<file path="src/logic/actb_pkg.sv">
// Contract
// - gain trim bits 4:3 read at 0x50 bits 3:2, other bits zero
// - gain trim bits 2:0 read at 0x59 bits 7:5, lower bits zero
// - offset trim is signed two's complement in 1 mV steps
// - offset trim occupies all eight bits at 0x51
// - each five-cell group runs its own free 250 ms timeline
// - alert pin driven, released on clear, then sampled as input
package actb_pkg;
  localparam logic [7:0] GAIN_HI_OFFSET = 8'h50;
  localparam logic [7:0] OFFSET_OFFSET  = 8'h51;
  localparam logic [7:0] GAIN_LO_OFFSET = 8'h59;
  localparam int GAIN_HI_MSB = 3;
  localparam int GAIN_HI_LSB = 2;
  localparam int GAIN_LO_MSB = 7;
  localparam int GAIN_LO_LSB = 5;
  localparam int GAIN_W      = 5;
  localparam int OFFS_W      = 8;
  localparam int CLK_HZ          = 50_000_000;
  localparam int MEAS_PERIOD_MS  = 250;
  localparam int MEAS_CYCLES     = MEAS_PERIOD_MS * (CLK_HZ / 1000);
  localparam int ALERT_SETTLE_US = 250;
  localparam int ALERT_CYCLES    = ALERT_SETTLE_US * (CLK_HZ / 1_000_000);
  localparam logic [3:0] BYTE_BITS = 4'h8;
  typedef enum logic [3:0] {
    ST_IDLE = 4'b0000,
    ST_ADDR = 4'b0001,
    ST_ACKA = 4'b0010,
    ST_PTR  = 4'b0011,
    ST_ACKP = 4'b0100,
    ST_WR   = 4'b0101,
    ST_ACKW = 4'b0110,
    ST_RD   = 4'b0111,
    ST_RACK = 4'b1000
  } actb_state_e;
endpackage

</file>
<file path="src/logic/actb_trim_bank.sv">
`timescale 1ns/1ns
module actb_trim_bank import actb_pkg::*; #(
  parameter logic [6:0]        DEV_ADDR     = 7'h08,  // arbitrary bus address
  parameter logic [GAIN_W-1:0] GAIN_TRIM    = 5'h00,  // production value, plain default
  parameter logic [OFFS_W-1:0] OFFSET_TRIM  = 8'h00,  // production value, plain default
  parameter int                NUM_GROUPS   = 3,
  parameter int                MEAS_CNT     = MEAS_CYCLES,
  parameter int                SETTLE_CNT   = ALERT_CYCLES
) (
  input  wire logic                  CLK,
  input  wire logic                  RSTN,
  input  wire logic                  SCL_IN,
  input  wire logic                  SDA_IN,
  output logic                       SDA_OUT,
  output logic                       SDA_OE_N,
  output logic [GAIN_W-1:0]          GAIN_TRIM_CODE,
  output logic signed [OFFS_W-1:0]   OFFSET_TRIM_CODE,
  input  wire logic [NUM_GROUPS-1:0] MEAS_EN,
  output logic [NUM_GROUPS-1:0]      MEAS_TICK,
  input  wire logic                  ALERT_SET_IN,
  input  wire logic                  ALERT_CLR_IN,
  input  wire logic                  ALERT_IN,
  output logic                       ALERT_OUT,
  output logic                       ALERT_OE_N,
  output logic                       ALERT_LEVEL
);
  logic [2:0]  scl_sync_reg;
  logic [2:0]  sda_sync_reg;
  actb_state_e st_reg;
  logic [3:0]  bit_cnt_reg;
  logic [7:0]  rx_shift_reg;
  logic [7:0]  tx_shift_reg;
  logic [7:0]  ptr_reg;
  logic        rw_reg;
  logic        nack_reg;
  logic        load_rd_reg;
  logic [7:0]  load_ptr_reg;
  logic [1:0]  alert_sync_reg;
  logic        settle_run_reg;
  logic [31:0] settle_cnt_reg;

  // edges look only at the second and third stages, never the first
  wire scl_rise  = scl_sync_reg[1] & ~scl_sync_reg[2];
  wire scl_fall  = ~scl_sync_reg[1] & scl_sync_reg[2];
  wire bus_start = scl_sync_reg[1] & sda_sync_reg[2] & ~sda_sync_reg[1];
  wire bus_stop  = scl_sync_reg[1] & ~sda_sync_reg[2] & sda_sync_reg[1];
  wire sda_bit   = sda_sync_reg[1];
  wire byte_done = (bit_cnt_reg == BYTE_BITS);
  wire addr_hit  = (rx_shift_reg[7:1] == DEV_ADDR);

  // read decode; unmapped pointers return zero
  wire [7:0] gain_hi_byte =
    8'(GAIN_TRIM_CODE[GAIN_W-1 -: GAIN_HI_MSB-GAIN_HI_LSB+1]) << GAIN_HI_LSB;
  wire [7:0] gain_lo_byte = 8'(GAIN_TRIM_CODE[GAIN_LO_MSB-GAIN_LO_LSB:0]) << GAIN_LO_LSB;
  wire [7:0] rd_data = (ptr_reg == GAIN_HI_OFFSET) ? gain_hi_byte :
                       (ptr_reg == OFFSET_OFFSET)  ? OFFSET_TRIM_CODE :
                       (ptr_reg == GAIN_LO_OFFSET) ? gain_lo_byte : 8'h00;

  always_ff @(posedge CLK) begin
    if (!RSTN) begin
      scl_sync_reg <= 3'h7;
      sda_sync_reg <= 3'h7;
    end else begin
      scl_sync_reg <= {scl_sync_reg[1:0], SCL_IN};
      sda_sync_reg <= {sda_sync_reg[1:0], SDA_IN};
    end
  end

  // trim values are loaded once and have no write path at all
  always_ff @(posedge CLK) begin
    if (!RSTN) begin
      GAIN_TRIM_CODE   <= GAIN_TRIM;
      OFFSET_TRIM_CODE <= OFFSET_TRIM;
    end
  end

  always_ff @(posedge CLK) begin
    if (!RSTN) begin
      st_reg       <= ST_IDLE;
      bit_cnt_reg  <= 4'h0;
      rx_shift_reg <= 8'h00;
      tx_shift_reg <= 8'h00;
      ptr_reg      <= 8'h00;
      rw_reg       <= 1'b0;
      nack_reg     <= 1'b0;
      load_rd_reg  <= 1'b0;
      load_ptr_reg <= 8'h00;
      SDA_OUT      <= 1'b0;
      SDA_OE_N     <= 1'b1;
    end else begin
      load_rd_reg <= 1'b0;
      if (bus_start) begin
        st_reg      <= ST_ADDR;
        bit_cnt_reg <= 4'h0;
        SDA_OE_N    <= 1'b1;
      end else if (bus_stop) begin
        st_reg   <= ST_IDLE;
        SDA_OE_N <= 1'b1;
      end else if (scl_rise) begin
        if (st_reg == ST_ADDR || st_reg == ST_PTR || st_reg == ST_WR) begin
          rx_shift_reg <= {rx_shift_reg[6:0], sda_bit};
          bit_cnt_reg  <= bit_cnt_reg + 4'h1;
        end else if (st_reg == ST_RACK) begin
          nack_reg <= sda_bit;
        end
      end else if (scl_fall) begin
        case (st_reg)
          ST_ADDR: begin
            if (byte_done && addr_hit) begin
              st_reg   <= ST_ACKA;
              rw_reg   <= rx_shift_reg[0];
              SDA_OE_N <= 1'b0;
            end else if (byte_done) begin
              st_reg <= ST_IDLE;
            end
          end
          ST_ACKA: begin
            bit_cnt_reg <= 4'h0;
            if (rw_reg) begin
              st_reg       <= ST_RD;
              tx_shift_reg <= {rd_data[6:0], 1'b0};
              load_rd_reg  <= 1'b1;
              load_ptr_reg <= ptr_reg;
              SDA_OE_N     <= rd_data[7];
            end else begin
              st_reg   <= ST_PTR;
              SDA_OE_N <= 1'b1;
            end
          end
          ST_PTR: begin
            if (byte_done) begin
              st_reg   <= ST_ACKP;
              ptr_reg  <= rx_shift_reg;
              SDA_OE_N <= 1'b0;
            end
          end
          ST_ACKP, ST_ACKW: begin
            st_reg      <= ST_WR;
            bit_cnt_reg <= 4'h0;
            SDA_OE_N    <= 1'b1;
          end
          ST_WR: begin
            // data byte is acknowledged and discarded; pointer still advances
            if (byte_done) begin
              st_reg   <= ST_ACKW;
              ptr_reg  <= ptr_reg + 8'h01;
              SDA_OE_N <= 1'b0;
            end
          end
          ST_RD: begin
            if (bit_cnt_reg == BYTE_BITS - 4'h1) begin
              st_reg   <= ST_RACK;
              ptr_reg  <= ptr_reg + 8'h01;
              SDA_OE_N <= 1'b1;
            end else begin
              bit_cnt_reg  <= bit_cnt_reg + 4'h1;
              tx_shift_reg <= {tx_shift_reg[6:0], 1'b0};
              SDA_OE_N     <= tx_shift_reg[7];
            end
          end
          ST_RACK: begin
            bit_cnt_reg <= 4'h0;
            if (nack_reg) begin
              st_reg <= ST_IDLE;
            end else begin
              st_reg       <= ST_RD;
              tx_shift_reg <= {rd_data[6:0], 1'b0};
              load_rd_reg  <= 1'b1;
              load_ptr_reg <= ptr_reg;
              SDA_OE_N     <= rd_data[7];
            end
          end
          default: st_reg <= ST_IDLE;
        endcase
      end
    end
  end

  // one free-running timeline per group; no shared phase, so each group keeps the fixed offset set by its enable time
  genvar g;
  generate
    for (g = 0; g < NUM_GROUPS; g++) begin : g_grp
      logic [31:0] cnt_reg;
      wire         wrap = (cnt_reg == 32'(MEAS_CNT - 1));
      always_ff @(posedge CLK) begin
        if (!RSTN || !MEAS_EN[g]) begin
          cnt_reg      <= 32'h0;
          MEAS_TICK[g] <= 1'b0;
        end else begin
          cnt_reg      <= wrap ? 32'h0 : cnt_reg + 32'h1;
          MEAS_TICK[g] <= wrap;
        end
      end

    end
  endgenerate

  // alert: drive high, release on clear, sample after the pin has had time to fall
  wire settle_done = settle_run_reg && (settle_cnt_reg == 32'(SETTLE_CNT - 1));
  always_ff @(posedge CLK) begin
    if (!RSTN) begin
      alert_sync_reg <= 2'h0;
      ALERT_OUT      <= 1'b0;
      ALERT_OE_N     <= 1'b1;
      ALERT_LEVEL    <= 1'b0;
      settle_run_reg <= 1'b0;
      settle_cnt_reg <= 32'h0;
    end else begin
      alert_sync_reg <= {alert_sync_reg[0], ALERT_IN};
      if (ALERT_SET_IN) begin
        // a set in the same cycle as a clear wins
        ALERT_OUT      <= 1'b1;
        ALERT_OE_N     <= 1'b0;
        settle_run_reg <= 1'b0;
      end else if (ALERT_CLR_IN) begin
        ALERT_OUT      <= 1'b0;
        ALERT_OE_N     <= 1'b1;
        settle_run_reg <= 1'b1;
        settle_cnt_reg <= 32'h0;
      end else if (settle_done) begin
        settle_run_reg <= 1'b0;
        ALERT_LEVEL    <= alert_sync_reg[1];
      end else if (settle_run_reg) begin
        settle_cnt_reg <= settle_cnt_reg + 32'h1;
      end else if (ALERT_OE_N) begin
        ALERT_LEVEL <= alert_sync_reg[1];
      end
    end
  end
endmodule

</file>
<file path="config.mk">
export PLATFORM = sky130hd
export DESIGN_NAME = actb_trim_bank
export DESIGN_NICKNAME = d
export VERILOG_FILES = /design/src/logic/actb_pkg.sv /design/src/logic/actb_trim_bank.sv
export SDC_FILE = /design/constraint.sdc
export NUM_CORES = 1
export LEC_CHECK = 0
export ABC_CLOCK_PERIOD_IN_PS = 2200
export BUFFER_PORTS_ARGS = -buffer_cell sky130_fd_sc_hd__buf_2
export CAP_MARGIN = 0
export CORE_MARGIN = 3
export CORE_UTILIZATION = 45
export CTS_CLUSTER_DIAMETER = 120
export DETAILED_ROUTE_END_ITERATION = 10
export PLACE_DENSITY = 0.64
export SLEW_MARGIN = 30
export SYNTH_ARGS = -nofsm -noshare
export SYNTH_HDL_FRONTEND = slang
export SYNTH_SLANG_ARGS = --single-unit
</file>
<file path="constraint.sdc">
create_clock -name CLK -period 2.2 [get_ports CLK]
set_input_delay 0.66 -clock CLK [delete_from_list [all_inputs] [get_ports CLK]]
set_output_delay 0.66 -clock CLK [all_outputs]
set_load 0.01 [all_outputs]
</file>
# Word level (Yosys, flattened, before mapping)
# Index checks and enable logic that the tools add are counted.
# totals
reg_bits	170
latch_bits	0
ramBits	0
romBits	0
inputBits	10
out_inout_bits	21
wordCells	155
n_memories	0
# op_classes
add_sub_neg	5
multipliers	0
div_mod_pow	0
n_lt_le_gt_ge	0
n_eq_ne	33
shifts	0
muxes	39
n_bitwise	17
n_reduce_logical	39
# op_table
operator	n
$add 32x1->32 const B	4
$eq 32x24->1 const B	3
$mux 32	3
$mux 4	9
$eq 32x14->1 const B	1
$pmux 4 s7	1
$mux 8	3
$pmux 8 s3	1
$reduce_and 6->1	4
$eq 4x3->1 const B	5
$mux 1	18
$ne 2x2->1 const B	7
$reduce_or 2->1	7
$ne 4x4->1 const B	3
$not 1->1	11
$reduce_and 5->1	2
$reduce_bool 2->1	5
$reduce_bool 3->1	3
$eq 4x2->1 const B	2
$eq 4x4->1 const B	2
$ne 2x1->1 const B	4
$pmux 4 s2	1
$reduce_and 4->1	2
$reduce_and 8->1	1
other kinds (17)	31

# Depth between registers and ports, before layout
# Gate-level depths: netlist of run 1.
# logic_depth
ltp_word	8
depth_mapped	7
ltp_nobuf	7

# Worst setup path before layout of run 1
# No wires, ideal clock.
# synth_path
path_type	flip-flop to flip-flop
startpoint	reg settle_cnt_reg[0]
endpoint	reg settle_cnt_reg[27]
setup_time_ns	0.070
arrival_time_ns	1.905
required_ns	2.130
setup_slack_ns	0.225
stages_incl_launch_ff	7
synth_period_minus_slack_ns	1.975
path_cell_list	dfxtp_1 -> ha_1 -> and4_1 -> and4_1 -> a211o_1 -> or4_1 -> a21oi_1
# synth_between
elab_chain_cells	4
elab_cells_between_ends	8
classes_between	add/sub (1); eq/ne (2); mux (3); reduce/logical (2)
# synth_lines
element	line	text
start: declaration	actb_trim_bank.sv:40	logic [31:0] settle_cnt_reg;
start signal: assignment	actb_trim_bank.sv:224	settle_cnt_reg <= settle_cnt_reg + 32'h1;
$add 32x1->32 / $eq 32x14->1 (equally long branches)	actb_trim_bank.sv:224, actb_trim_bank.sv:199	
$mux 32 / $logic_and 1x1->1 (equally long branches)	actb_trim_bank.sv:223, actb_trim_bank.sv:199	
$mux 32 / $ne 2x2->1 (equally long branches)	--	
$mux 32 / $reduce_and 3->1 (equally long branches)	--	
# Several ways; a longest one is shown, not always the timed one. The select of a mux whose other input is x is not followed.
# A chain may end at the register's enable or synchronous reset.

# Worst setup path after layout of run 1
# layout_path
startpoint	reg g_grp[1].cnt_reg[8]
endpoint	reg g_grp[1].cnt_reg[26]
# layout_between
elab_chain_cells	2
elab_cells_between_ends	3
classes_between	add/sub (1); eq/ne (1); reduce/logical (1)
# layout_lines
element	line	text
start: declaration	actb_trim_bank.sv:183	logic [31:0] cnt_reg;
start signal: assignment	actb_trim_bank.sv:190	cnt_reg <= wrap ? 32'h0 : cnt_reg + 32'h1;
parallel branches: the longest is 2 deep, another holds $add 32x1->32	--	
# Parallel ways; which one is timed is not known.

==> flow_summary.yaml, run 1 <==
cts:
  cts_sinks: 162
  cts.path.max_buffers: 2
  ctsHoldBuffers: 0
  clock-root-buffer: "clkbuf_16"
  cts_tree: "built"
  path_clk_slew_ns: 0.07
  numCtsBuffers: 17
  clkLatencyLatePin_ns: 0.42
  cts_max_level: 4
routing:
  vias_per_cell: 5.54
  first_pass_iters: 5
  drt_iter0_markers: 408
  vias: 6985
  detail-route-antenna-nets: 0
  drc: 0
  wl_per_cell_um: 14.4
  drt_wl_total_um: 18100
job:
  maxCapViolCount: 0
timing:
  worstMarginPinSlew_ns: 0.562
  max_clock_freq_ghz: 0.480
  period_needed_ns: 2.09
  final-max-slew-violation-count: 0
  period_share_pct: 94.8
  setup_viol: 0
  slew_headroom_pct: 62.1
  clock_skew_ns: 0.0102
  holdWs_ns: 0.420
  hold_viol_final: 0
cells_and_area:
  finalNetCount: 1041
  drive_gt1_share_pct: 13.0
  layout_common_cells: "dfxtp_1 (162), nor2_1 (136), nand2_1 (73)"
  layout_commonest_cell: "dfxtp_1"
  areaGrowthSynthToFinish_pct: 15.4
  fin_cells: 1260
  fin_area_um2: 9310
  antenna_cells: 0
  largest_reg_flops: 96
grt:
  grt_max_degree: 33
  grt_pass1_vias: 6364
  grt_pass1_wl_um: 30000
  antenna_found_initial: 0
  grtUsageTotal_pct: 18.2
  grt_overflow_total: 0
worst_hold_path:
  hp-class: "reg -> reg"
  worstHoldStart: "sda_sync_reg[0]"
  worstHoldPathCells: 1
synthesis:
  synth_seq_cells: 162
  muxShareOfSynthArea_pct: 1.77
  synth_top_family_by_area: "simple AND/OR/NAND/NOR gates"
  synthAdderAreaFrac_pct: 1.40
  seq_area_frac_synth_pct: 40.2
  synth_top_flop_cell: "dfxtp_1"
  ys_warn_count: 0
  synth_cells: 971
  synth_xor_area_share_pct: 8.47
  yosys.area_share.simple_pct: 32.4
  synth_area_um2: 8060
  synth_compound_area_share_pct: 10.8
  postSynthAreaPerCell_um2: 8.30
  async_flop_share_pct: 0
  yosys.cell_types.count: 70
  synth_edf_count: 0
setup_path:
  critPathKind: "reg -> reg"
  path_cells: "or4_1 > or4b_4 > nor4_4 > nand3b_4 > nor2_1"
  critPathMaxStageDelay_ns: 0.50
  cp_slowest_cell: "or4_1"
  cp-end-kind: "register"
  startpoint_type: "register"
  arrival_ns: 2.40
  crit_path_end: "g_grp[1].cnt_reg[26]"
  path_buf_inv: 0
  ff2ff_setup_slack_ns: 0.11
  rr_endpoint: "g_grp[1].cnt_reg[26]"
  cp.depth: 5
  cp_top_family: "simple AND/OR/NAND/NOR gates"
  required_ns: 2.51
  ff2ff_path_depth: 5
  r2r_start: "g_grp[1].cnt_reg[8]"
  crit_path_max_fanout: 8
  crit_start: "g_grp[1].cnt_reg[8]"
placement:
  place_congestion: 0.829
  placement.io_buffers: 16
  hpwl_um: 12300
  place_area_um2: 8600
  dp.cells: 1224
power:
  power_density_nw_per_um2: 670
  leakagePower_nw: 3.33
  peakVddDrop_v: 0.000551
floorplanning:
  core_area_um2: 17400
  dieHeight_um: 140
  die_area_um2: 19600
  io_pins: 31
  die_w_um: 140
  rows: 48
  start_util_pct: 46.3
run_status:
  outcome: "completed"
## synth_stat cells, types with 13 or more instances
cell type	instances	area [µm²]
and3_1	17	106
o21ai_0	26	130
or4_1	19	143
or3_1	15	93.8
a21oi_1	41	205
nor2_1	136	510
and4_1	16	140
nor4_1	21	131
clkbuf_1	34	128
o31ai_1	15	113
a31oi_1	13	81.3
nand2_1	73	274
xnor2_1	20	175
nand3_1	66	330
inv_1	23	86.3
dfxtp_1	162	3240
nor3_1	22	110
xor2_1	58	508
buf_4	15	113
nand4_1	48	300
## metal layers
| layer | GRT usage [%] | wire length [µm] |
|---|---|---|
| met5 | 0 | 0 |
| met4 | 5.41 | 147 |
| met3 | 4.19 | 731 |
| met2 | 28.3 | 8370 |
| met1 | 25.2 | 8880 |
## report_power, final
group          internal, mW  switching [mW]
logic                 0.102           0.195
registers              2.95          0.0199
clock network          1.72            1.25
## how the worst min path moves through the flow
stage                                  to
final                     sda_sync_reg[1]
after global routing      sda_sync_reg[0]
after CTS                 scl_sync_reg[0]
after detailed placement  sda_sync_reg[1]
after global placement    scl_sync_reg[1]
after floorplan           scl_sync_reg[1]
## cell families after synthesis
logic type               Yosys count
AO/OA/AOI/OAI                    135
flip-flops                       162
AND/OR/NAND/NOR                  492
XOR/XNOR                          78
adder cells (fa/ha/maj)            9
other                              1
multiplexers                      14
buffers and inverters             80
## what timing repair did
action	in CTS	in global routing
gates resized for setup	0	11
buffers inserted	0	1
endpoints found under the setup margin	0	43
## final cells by class
cell class                 instances  area [µm²]
clock buffer                      18         439
clock inverter                    14         153
fill                            1651        8110
inverter                          23        86.3
multi-input combinational        745        4600
sequential                       162        3240
tap                              225         282
timing repair buffer              73         508
## metrics by stage
step | power (mW) | setup TNS, ns | worst slack, ns | utilization, %
floorplan | 3.24 | 0 | 0.225 | -
global placement | 3.32 | 0 | 0.120 | 49.4
detailed placement | 3.32 | 0 | 0.0593 | 49.4
CTS | 6.30 | 0 | 0.0553 | 52.8
global route | 6.46 | -0.00138 | -0.00138 | 53.4
finish | 6.24 | 0 | 0.115 | 53.4
Note: power is estimated with default switching activity, not from simulation.
==> run 2: changes to the inputs <==
- ABC_CLOCK_PERIOD_IN_PS: 2200 -> 2450
- clock period: 2.2 -> 2.45 ns (I/O delays scaled with it)
==> run 2 against run 1 <==
  * Sequential cell count stayed put
  * Die area unchanged
  * Global-route usage is essentially flat
  * Via count down 0.99%
==> flow_summary.yaml, run 2 (same netlist as run 1, synthesis figures left out) <==
run_status:
  outcome: "completed"
cts:
  clkLatencyLatePin_ns: 0.42
  cts_setup_buffers: 0
  clock-root-buffer: "clkbuf_16"
  cts_sinks: 162
  cts_tree: "built"
  path_clk_slew_ns: 0.07
  cts.path.max_buffers: 2
  numCtsBuffers: 17
  cts_max_level: 4
placement:
  dp.cells: 1203
  place_congestion: 0.826
  placement.io_buffers: 16
  hpwl_um: 12000
  place_ws_ns: 0.170
  place_area_um2: 8440
timing:
  setup_viol: 0
  final-max-slew-violation-count: 0
  rsz0062_at_grt: "no"
  setup_slack_ns: 0.194
  max_clock_freq_ghz: 0.443
  clock_skew_ns: 0.00693
  hold_viol_final: 0
  period_share_pct: 92.1
  worstMarginPinSlew_ns: 0.548
  holdWs_ns: 0.418
  period_needed_ns: 2.26
  slew_headroom_pct: 63.3
  tns_ns: 0
floorplanning:
  dieHeight_um: 140
  die_w_um: 140
  start_util_pct: 46.3
  die_area_um2: 19600
  core_area_um2: 17400
  rows: 48
  io_pins: 31
setup_path:
  cp_common_cell: "and4_1"
  critPathKind: "reg -> reg"
  path_cells: "ha_1 > and4_1 > and4_1 > a211o_2 > or4_1 > a21oi_1"
  critPathMaxStageDelay_ns: 0.53
  cp-end-kind: "register"
  arrival_ns: 2.61
  cp_slowest_cell: "or4_1"
  path_buf_inv: 0
  cp_top_family: "simple AND/OR/NAND/NOR gates"
  crit_path_max_fanout: 17
  required_ns: 2.81
  startpoint_type: "register"
routing:
  first_pass_iters: 5
  wl_per_cell_um: 14.2
  vias_per_cell: 5.60
  drc: 0
  drt_wl_total_um: 17600
  drt_iter0_markers: 527
  vias: 6916
  detail-route-antenna-nets: 0
grt:
  grt_pass1_wl_um: 29900
  grtUsageTotal_pct: 18.1
  antenna_found_initial: 0
  grt_overflow_total: 0
  grt_pass1_vias: 6223
  grt_max_degree: 33
cells_and_area:
  layout_commonest_cell: "dfxtp_1"
  fin_area_um2: 9030
  largest_reg_flops: 96
  finalNetCount: 1016
  drive_gt1_share_pct: 10.4
  antenna_cells: 0
  multi_input_area_um2: 4490
  areaGrowthSynthToFinish_pct: 12.1
  fin_cells: 1235
  regArea_um2: 3240
  fillers: 1681
  layout_common_cells: "dfxtp_1 (162), nor2_1 (136), nand2_1 (73)"
power:
  leakagePower_nw: 3.16
  peakVddDrop_v: 0.000540
  power_density_nw_per_um2: 617
worst_hold_path:
  hp-class: "reg -> reg"
job:
  maxCapViolCount: 0
==> run 2: worst paths after layout <==
path	startpoint	end	slack [ns]	depth (start not counted)
max reg2reg	settle_cnt_reg[0]	settle_cnt_reg[31]	0.19	6
max	settle_cnt_reg[0]	settle_cnt_reg[31]	0.19	6
min	sda_sync_reg[0]	sda_sync_reg[1]	0.42	1
min reg2reg	sda_sync_reg[0]	sda_sync_reg[1]	0.42	1
==> run 2: per-layer routing <==
| layer | GRT usage [%] | wire, µm |
|---|---|---|
| met2 | 28.1 | 8040 |
| met4 | 5.05 | 164 |
| met5 | 0 | 0 |
| met1 | 25.2 | 8710 |
| met3 | 4.47 | 667 |
==> run 2: layout make-up <==
type                    count  area share (%)
multi-input cells         742            49.7
flip-flops and latches    162            35.9
clock buffers              19            4.90
repair buffers             51            3.79
well taps                 225            3.12
clock inverters            13            1.66
inverters                  23           0.956
==> run 2: timing repair <==
item,4_1_cts,5_1_grt
endpoints found under the setup margin,0,1
hold buffers,0,0
resized for setup,0,1
==> run 2: power by group <==
part,internal [mW],switching [mW]
clock,1.55,1.11
sequential,2.65,0.0227
combinational,0.0802,0.161
==> run 2: metrics by stage <==
stage	power (mW)	utilization, %
detailed placement	2.98	48.5
global placement	2.97	48.5
CTS	5.65	51.9
global route	5.80	51.9
finish	5.58	51.9
floorplan	2.91	-
